<file path="src/include/crmp_pkg.sv">
`default_nettype none
// ==========================================================
// Shared constants and carriers of the configuration port
package crmp_pkg;

	// ==========================================================
	// Token values
	localparam logic [7:0]  TOK_WR      = 8'hc0;
	localparam logic [7:0]  TOK_RD      = 8'hc1;
	localparam logic [7:0]  TOK_END     = 8'h01;
	localparam logic [7:0]  TOK_ACK     = 8'h03;
	localparam logic [7:0]  TOK_NAK     = 8'h04;

	// ==========================================================
	// Addressing and field layout
	localparam logic [15:0] SUF_TILE    = 16'hc20c;
	localparam logic [15:0] SUF_NODE    = 16'hc30c;
	localparam logic [7:0]  PS_RES_TAG  = 8'h0c;
	localparam int          PS_REG_LSB  = 8;
	localparam logic [7:0]  NO_REPLY    = 8'hff;
	localparam logic [1:0]  RET_LAST    = 2'h2;
	localparam logic [1:0]  REG_LAST    = 2'h1;
	localparam logic [1:0]  DATA_LAST   = 2'h3;
	localparam logic [2:0]  RD_OK_LAST  = 3'h5;
	localparam logic [2:0]  SHORT_LAST  = 3'h1;
	localparam logic [31:0] REG_RST_VAL = 32'h0000_0000;

	// ==========================================================
	// Parser states, Gray along the usual path
	typedef enum logic [2:0] {
		S_IDLE  = 3'b000,
		S_RET   = 3'b001,
		S_REG   = 3'b011,
		S_DATA  = 3'b010,
		S_END   = 3'b110,
		S_REPLY = 3'b111,
		S_SKIP  = 3'b101
	} crmp_state_t;

	// One token on the interconnect: control flag and byte
	typedef struct packed {
		logic       ctrl;
		logic [7:0] data;
	} crmp_tok_t;

endpackage
`default_nettype wire

</file>
<file path="src/design/crmp_port.sv">
// Functional notes
// - Return id is node id then channel
// - Write with low byte all ones: no reply
// - Multi-byte fields travel most significant byte first
// - Status resource is register shl 8 or 0x0C
// - Tile endpoint: tile id above suffix C20C
// - Node endpoint: node id above suffix C30C
// - Write reply: 3,1 on success; 4,1 failure
// - Read reply: 3, value, 1; or 4,1
`default_nettype none
module crmp_port import crmp_pkg::*; #(
	parameter int          N_REGS  = 16,
	parameter logic [15:0] TILE_ID = 16'h0000,
	parameter logic [15:0] NODE_ID = 16'h0001
) (
	// Clock and reset
	input  wire logic        CLOCK,
	input  wire logic        RST,
	// Incoming token stream
	input  wire logic        IN_VALID,
	input  wire crmp_tok_t   IN_TOK,
	input  wire logic [31:0] IN_DEST,
	output var  logic        IN_READY,
	// Reply token stream
	output var  logic        OUT_VALID,
	output var  crmp_tok_t   OUT_TOK,
	output var  logic [23:0] OUT_DEST,
	input  wire logic        OUT_READY,
	// Processor status access
	input  wire logic        PS_REQ,
	input  wire logic        PS_WRITE,
	input  wire logic [31:0] PS_RESOURCE,
	input  wire logic [31:0] PS_WDATA,
	output var  logic        PS_ACK,
	output var  logic        PS_ERR,
	output var  logic [31:0] PS_RDATA
);
	localparam int IW = $clog2(N_REGS);

	// ==========================================================
	// Elaboration check: register numbers are compared at 16 bits
	if (N_REGS < 2 || N_REGS > 65535) begin : g_chk
		$error("crmp_port: N_REGS must lie in 2..65535");
	end

	// ==========================================================
	// State
	typedef struct packed {
		crmp_state_t                   st;
		logic [1:0]                    cnt;
		logic [2:0]                    rcnt;
		logic                          is_wr;
		logic                          bad;
		logic                          hit;
		logic                          node;
		logic                          ok;
		logic [23:0]                   ret;
		logic [15:0]                   regn;
		logic [31:0]                   wdat;
		logic [31:0]                   rd;
		logic                          in_rdy;
		logic                          out_vld;
		crmp_tok_t                     out;
		logic                          ps_ack;
		logic                          ps_err;
		logic [31:0]                   ps_rdata;
		logic [N_REGS-1:0][31:0]       tile_regs;
		logic [N_REGS-1:0][31:0]       node_regs;
		logic [N_REGS-1:0][31:0]       ps_regs;
	} crmp_reg_t;

	crmp_reg_t s_r;
	crmp_reg_t s_nxt;
	logic          acc, issue, fin, fin_ok, is_end, last, ps_bad;
	logic [IW-1:0] idx;
	logic [IW-1:0] ps_idx;

	assign acc    = IN_VALID && s_r.in_rdy;
	assign issue  = (s_r.st == S_REPLY) && (!s_r.out_vld || OUT_READY);
	assign is_end = IN_TOK.ctrl && (IN_TOK.data == TOK_END);
	assign idx    = s_r.regn[IW-1:0];
	assign ps_idx = PS_RESOURCE[PS_REG_LSB +: IW];
	// Resource tag and range both checked; unknown resources answer error
	assign ps_bad = (PS_RESOURCE[7:0] != PS_RES_TAG) ||
		(PS_RESOURCE[31:PS_REG_LSB] >= 24'(N_REGS));

	// ==========================================================
	// Next-state logic
	always_comb begin
		s_nxt  = s_r;
		fin    = 1'b0;
		fin_ok = 1'b0;
		last   = 1'b0;
		// A held token leaves once the far side takes it
		if (s_r.out_vld && OUT_READY) begin
			s_nxt.out_vld = 1'b0;
		end
		case (s_r.st)
			S_IDLE: if (acc && !is_end) begin
				// Leading token picks the message shape
				s_nxt.st    = S_RET;
				s_nxt.cnt   = 2'h0;
				s_nxt.is_wr = IN_TOK.data == TOK_WR;
				s_nxt.bad   = !IN_TOK.ctrl ||
					(IN_TOK.data != TOK_WR && IN_TOK.data != TOK_RD);
				s_nxt.node  = IN_DEST[15:0] == SUF_NODE;
				s_nxt.hit   = (IN_DEST[15:0] == SUF_TILE &&
					IN_DEST[31:16] == TILE_ID) ||
					(IN_DEST[15:0] == SUF_NODE &&
					IN_DEST[31:16] == NODE_ID);
			end
			S_RET: if (acc) begin
				// Without a whole return id nobody can be answered
				if (IN_TOK.ctrl) begin
					s_nxt.st = S_IDLE;
				end else begin
					s_nxt.ret = {s_r.ret[15:0], IN_TOK.data};
					s_nxt.cnt = s_r.cnt + 2'h1;
					if (s_r.cnt == RET_LAST) begin
						s_nxt.cnt = 2'h0;
						s_nxt.st  = s_r.bad ? S_SKIP : S_REG;
					end
				end
			end
			S_REG, S_DATA: if (acc) begin
				if (IN_TOK.ctrl) begin
					// Early token: truncated message
					s_nxt.bad = 1'b1;
					fin       = is_end;
					s_nxt.st  = S_SKIP;
				end else if (s_r.st == S_REG) begin
					s_nxt.regn = {s_r.regn[7:0], IN_TOK.data};
					s_nxt.cnt  = s_r.cnt + 2'h1;
					if (s_r.cnt == REG_LAST) begin
						s_nxt.cnt = 2'h0;
						s_nxt.st  = s_r.is_wr ? S_DATA : S_END;
					end
				end else begin
					s_nxt.wdat = {s_r.wdat[23:0], IN_TOK.data};
					s_nxt.cnt  = s_r.cnt + 2'h1;
					if (s_r.cnt == DATA_LAST) begin
						s_nxt.st = S_END;
					end
				end
			end
			S_END: if (acc) begin
				// Anything but the closing token overruns the message
				fin      = is_end;
				fin_ok   = is_end && s_r.regn < 16'(N_REGS);
				s_nxt.st = S_SKIP;
				if (!is_end) begin
					s_nxt.bad = 1'b1;
				end
			end
			S_SKIP: if (acc) begin
				fin = is_end;
			end
			S_REPLY: if (issue) begin
				// Success read carries four data bytes between tokens
				last = (s_r.ok && !s_r.is_wr) ? s_r.rcnt == RD_OK_LAST
					: s_r.rcnt == SHORT_LAST;
				s_nxt.out_vld = 1'b1;
				s_nxt.rcnt    = s_r.rcnt + 3'h1;
				if (s_r.rcnt == 3'h0) begin
					s_nxt.out = '{1'b1, s_r.ok ? TOK_ACK : TOK_NAK};
				end else if (last) begin
					s_nxt.out = '{1'b1, TOK_END};
					s_nxt.st  = S_IDLE;
				end else begin
					s_nxt.out = '{1'b0, s_r.rd[31:24]};
					s_nxt.rd  = {s_r.rd[23:0], 8'h00};
				end
			end
			default: s_nxt.st = S_IDLE;
		endcase
		// Close of message: commit, then decide whether to answer
		if (fin) begin
			s_nxt.ok   = fin_ok;
			s_nxt.rcnt = 3'h0;
			s_nxt.rd   = s_r.node ? s_r.node_regs[idx] : s_r.tile_regs[idx];
			s_nxt.st   = S_REPLY;
			if (fin_ok && s_r.is_wr && s_r.hit) begin
				if (s_r.node) begin
					s_nxt.node_regs[idx] = s_r.wdat;
				end else begin
					s_nxt.tile_regs[idx] = s_r.wdat;
				end
			end
			// Foreign destinations and silent writes get no answer
			if (!s_r.hit || (s_r.is_wr && s_r.ret[7:0] == NO_REPLY)) begin
				s_nxt.st = S_IDLE;
			end
		end
		// Status registers answer in the cycle after the request
		s_nxt.ps_ack = PS_REQ;
		s_nxt.ps_err = PS_REQ && ps_bad;
		if (PS_REQ && !ps_bad) begin
			s_nxt.ps_rdata = s_r.ps_regs[ps_idx];
			if (PS_WRITE) begin
				s_nxt.ps_regs[ps_idx] = PS_WDATA;
			end
		end
		// Input stalls while a reply is being sent
		s_nxt.in_rdy = s_nxt.st != S_REPLY;
	end

	// ==========================================================
	// State register
	always_ff @(posedge CLOCK) begin
		if (RST) begin
			s_r           <= '0;
			s_r.st        <= S_IDLE;
			s_r.tile_regs <= {N_REGS{REG_RST_VAL}};
			s_r.node_regs <= {N_REGS{REG_RST_VAL}};
			s_r.ps_regs   <= {N_REGS{REG_RST_VAL}};
		end else begin
			s_r <= s_nxt;
		end
	end

	// Outputs straight from the state register
	assign IN_READY  = s_r.in_rdy;
	assign OUT_VALID = s_r.out_vld;
	assign OUT_TOK   = s_r.out;
	assign OUT_DEST  = s_r.ret;
	assign PS_ACK    = s_r.ps_ack;
	assign PS_ERR    = s_r.ps_err;
	assign PS_RDATA  = s_r.ps_rdata;
endmodule // crmp_port
`default_nettype wire

</file>
<file path="config.mk">
export PLATFORM = sky130hd
export DESIGN_NAME = crmp_port
export DESIGN_NICKNAME = d
export VERILOG_FILES = /design/src/include/crmp_pkg.sv /design/src/design/crmp_port.sv
export SDC_FILE = /design/constraint.sdc
export NUM_CORES = 2
export LEC_CHECK = 0
export BUFFER_PORTS_ARGS = -buffer_cell sky130_fd_sc_hd__buf_2
export CAP_MARGIN = 25
export CELL_PAD_IN_SITES_DETAIL_PLACEMENT = 2
export CELL_PAD_IN_SITES_GLOBAL_PLACEMENT = 2
export CORE_ASPECT_RATIO = 1.2
export CORE_UTILIZATION = 43
export CTS_CLUSTER_DIAMETER = 200
export DETAILED_ROUTE_END_ITERATION = 7
export PLACE_DENSITY_LB_ADDON = 0.12
export SLEW_MARGIN = 20
export SYNTH_ARGS = -nofsm -noshare
export SYNTH_HDL_FRONTEND = slang
export SYNTH_SLANG_ARGS = --single-unit
</file>
<file path="constraint.sdc">
create_clock -name CLOCK -period 3.6 [get_ports CLOCK]
set_clock_uncertainty 0.05 [all_clocks]
set_input_delay 0.36 -clock CLOCK [delete_from_list [all_inputs] [get_ports CLOCK]]
set_output_delay 0.36 -clock CLOCK [all_outputs]
set_load 0.005 [all_outputs]
</file>
==> metrics.md <==
| Metric | Value |
|---|---|
| Net Sw Frac | 22.76% |
| Max Clock Freq | 315.6 MHz |
| Detailed Place HPWL | 168600 um |
| Setup WS post-layout | 0.4311 ns |
| Hold_sp | PS_RESOURCE[11] |
| Async SR Flop Fraction | 0% |
| YS warnings | 0 |
| Post-synthesis sequential area ratio | 45.77% |
| Initial antenna violation count | 11 |
| Hold worst-path end | PS_RDATA[19] |
| Layout area overhead | 12.20% |
| Synthesized Nets | roughly 8500 |
| HP Class | in2reg |
| Clk pwr share | 49.6% |
| Total CTS buffers | 181 |
| NumNets Final | 8231 |
| LEAKAGE | 26.41 nW |
| WP data arrival | 3.80 ns |
| Worst path required time | approximately 4.2 ns |
| Die Y | 457.2 um |
| Syn_area_per_cell | 8.896 sq um |
| Crit end category | flop |
| Crit-path max FO | 5 |
| Tcrit/Tclk final | 88.03% |
| Setup violators final | 0 |
| Combinational group share of total power | 2.3% |
| RSZ-0062 raised after global routing | false |
| GRT overflow | 0 |
| Placement Cell Area | approximately 77000 sq um |
| Largest family of logic cells by synthesized area | multiplexers |
| Fin. Hold Viols | 0 |
| Die span in x | roughly 380 um |
| Reg-to-reg startpoint | s_r[1695] |
| Clk root buf | clkbuf_16 |
| Psw | ~0.0089 W |
| DR DRC count | 0 |
| Crit Path Category | in2reg |
| Relative slew slack | 30.51% |
| Status | finished, final reports clean |
| Number of global-route vias before repair | between 70000 and 80000 |
| Mapped Cells | 8348 |
| I/O pins | 180 |
| Post-route ant nets | 0 |
| CTS Sinks | 1698 |
| CTS tree | yes |
| PD cells | 469.0 nW/um^2 |
| Post-route cell area | 83320 sq um |
| Synth Flop Type | dfxtp_1 |
| Reg2Reg Capture Point | s_r[840] |
| Hold Path Stages | 3 |
| CTS Buffer Depth | 3 |
| Post-synthesis mux area share | 18.86% |
| Post-Syn Area | 74260 sq um |
| Max-cap viol count | 0 |
| Final min period | roughly 3.2 ns |
| Flop2flop setup slack | 0.47 ns |
| Fin Setup TNS | 0 ns |
| Crit path cell chain | dlygate4sd3_1 -> buf_2 -> or4_4 -> o311ai_1 -> nor3_1 -> dlygate4sd3_1 -> a22oi_1 -> dlygate4sd3_1 -> nor2_1 |
| Core Area | 170900 sq um |
| Die area | 174400 sq um |
| Number of flops mapped to enable cells by yosys | 0 |
| DRT Pass-1 Iters | 5 |
| Simple-Gate Fraction of Synth Area | about 18% |
| Clk_lat worst skew | around 0.83 ns |
| Internal | 0.03018 W |
| Total GRT Usage | 32.50% |
| Number of buffers added on ports | 179 |
| Compound-Gate Fraction of Synth Area | between 10 and 15% |
| Clock-pin slew of the registers on the worst-case setup and hold paths | 0.06 ns |
| Reg2reg path depth | 6 |
| Placer Congestion | 0.8075 |
| Fill cells | 18067 |
| Sequential Power Share | 48.1% |
| Floorplan row count | 166 |
| Seq cells post-synth | 1698 |
| First-pass GRT wire length | 436100 um |
| Cell variety after synth | 63 |
| Worst vdd rail ir drop | slightly above 400 uV |
| Post-synthesis adder-cell area fraction | 0.05055% |
| Initial Util | 43.44% |
| H-tree depth | 4 |
| DRT iter0 DRCs | 3210 |
| Dpl ws | 0.2685 ns |
| Total wire length | 289400 um |
| Worst slew pin tran | approximately 1.0 ns |
| Most used cell, CP | dlygate4sd3_1 |
| CP max-delay cell | o311ai_1 |
| Post-CTS Setup Inserts | 0 |
| Max-slew violations | 0 |
| Via count | between 60000 and 70000 |
| Share of cells above drive strength 1 | 13.37% |
| Xor and xnor fraction of the mapped netlist area | 0.07076% |
| Largest net degree at the start of global routing | approximately 170 |
| CP peak stage delay | around 0.61 ns |
| Crit start category | input pin |
| Drt wl/cell | 27.47 um |
| Vias per cell | 5.924 |
## cells in the final DEF, fill, tap and decap left out, types with 9 or more instances in the layout
cell type,instances
nor3_1,11
dfxtp_2,9
nor4_1,45
o22ai_1,127
dfxtp_1,1687
o211ai_1,17
buf_12,88
nand2b_1,9
mux4_2,212
nand4_1,11
a22o_1,37
nand3_1,26
a21oi_1,1067
nand2_1,2223
a21oi_2,62
and4_1,49
nor4_4,16
a211oi_2,19
bufinv_16,10
buf_2,175
o21ai_0,38
dlygate4sd3_1,52
clkbuf_8,44
a311oi_1,10
clkbuf_1,50
a22oi_1,64
clkbuf_16,187
a31oi_1,47
buf_4,177
mux2i_1,920
nor2b_1,41
clkinv_2,27
nor2_1,569
nand4_4,20
## cell type report
type | count | area (sq um) | share of cell area (%)
clock inverters | 50 | 586.8 | 0.7043
flip-flops and latches | 1698 | 34010 | 40.82
well taps | 2268 | 2838 | 3.406
inverters | 8 | 30.03 | 0.03604
repair buffers | 496 | 4552 | 5.463
clock buffers | 281 | 5473 | 6.568
multi-input cells | 5732 | 35820 | 42.99
diodes | 5 | 12.51 | 0.01502
## metrics by stage
| step | std cells | utilization (%) | power (W) | hold slack, ns |
|---|---|---|---|---|
| 4_1_cts | 10532 | 48.72 | 0.03932 | 0.2150 |
| 2_1_floorplan | 8348 | - | 0.01972 | 0.3786 |
| 6_report | 10538 | 48.74 | 0.03907 | 0.2392 |
| 3_5_place_dp | 10149 | 44.87 | 0.02005 | 0.3941 |
| 5_1_grt | 10534 | 48.74 | 0.04009 | 0.2759 |
| 3_3_place_gp | 10148 | 44.86 | 0.02004 | 0.3841 |
## cell families after synthesis
logic type	after synthesis
compound gates	1501
flops	1698
buf+inv	918
xor+xnor	6
fa+ha+maj	3
simple gates	3088
mux	1134
## power by group through the flow
stage	registers (W)	clock network [W]	logic, W
2_1_floorplan	0.0192	0	0.000510
3_3_place_gp	0.0192	0	0.000827
3_5_place_dp	0.0192	0	0.000840
4_1_cts	0.0188	0.0196	0.000889
5_1_grt	0.0188	0.0204	0.000951
6_report	0.0188	0.0194	0.000897
## timing repair
item                       4_1_cts  5_1_grt
hold endpoints to repair       450        0
setup endpoints to repair        0        0
resized for setup                0        0
hold buffers                    52        0
## critical path, delay by kind of cell
kind | cells | cell delay, ns
and+or+nand+nor | 3 | 0.76
buffers and inverters | 4 | 1.88
AOI/OAI and AO/OA | 2 | 0.78
## worst max path at each step
stage	cells after the start	to	from	slack [ns]
3_3_place_gp	7	s_r[1495]	IN_TOK[2]	0.32
4_1_cts	6	s_r[725]	s_r[1695]	0.47
2_1_floorplan	7	PS_RDATA[19]	PS_RESOURCE[8]	1.31
3_5_place_dp	7	s_r[1503]	IN_TOK[2]	0.27
6_report	9	s_r[1687]	IN_TOK[2]	0.43
5_1_grt	11	s_r[1687]	IN_DEST[24]	0.35
## cell usage after synthesis, drive strengths merged (7+ instances only)
cell,n,area [sq um]
a211oi,24,275.3
nand2,2224,8356
nand4b,7,61.31
o211ai,17,127.6
nor4,61,560.5
nand2b,10,62.56
a31oi,47,294.0
clkbuf,441,1658
nor3,12,60.06
a311oi,10,87.58
inv,8,30.03
mux4,212,4775
o21ai,38,190.2
and4,56,490.5
dfxtp,1698,33990
a22oi,64,480.5
o22ai,127,794.5
nor2,571,2143
a21oi,1130,5888
a22o,37,324.1
nor2b,43,269.0
buf,469,2915
nand3,28,140.1
mux2i,920,9209
nand4,39,594.3
## sequential cells by signal, summed over array words and instances, names as in the netlist
name and count:
OUT_DEST 24, PS_RDATA 32, idx 4, IN_READY 1, PS_ACK 1, OUT_TOK 9
OUT_VALID 1, s_r 1625, PS_ERR 1
## per-layer routing
layer,track usage [%],share of wire [%],up-vias
met5,0,0.0076,-
met4,16.05,5.1,4
met3,3.504,3.1,739
met2,60.26,52,1376
met1,36.59,40,32479
li1,-,-,27831
No activity file was read; power rests on OpenSTA's default activity.
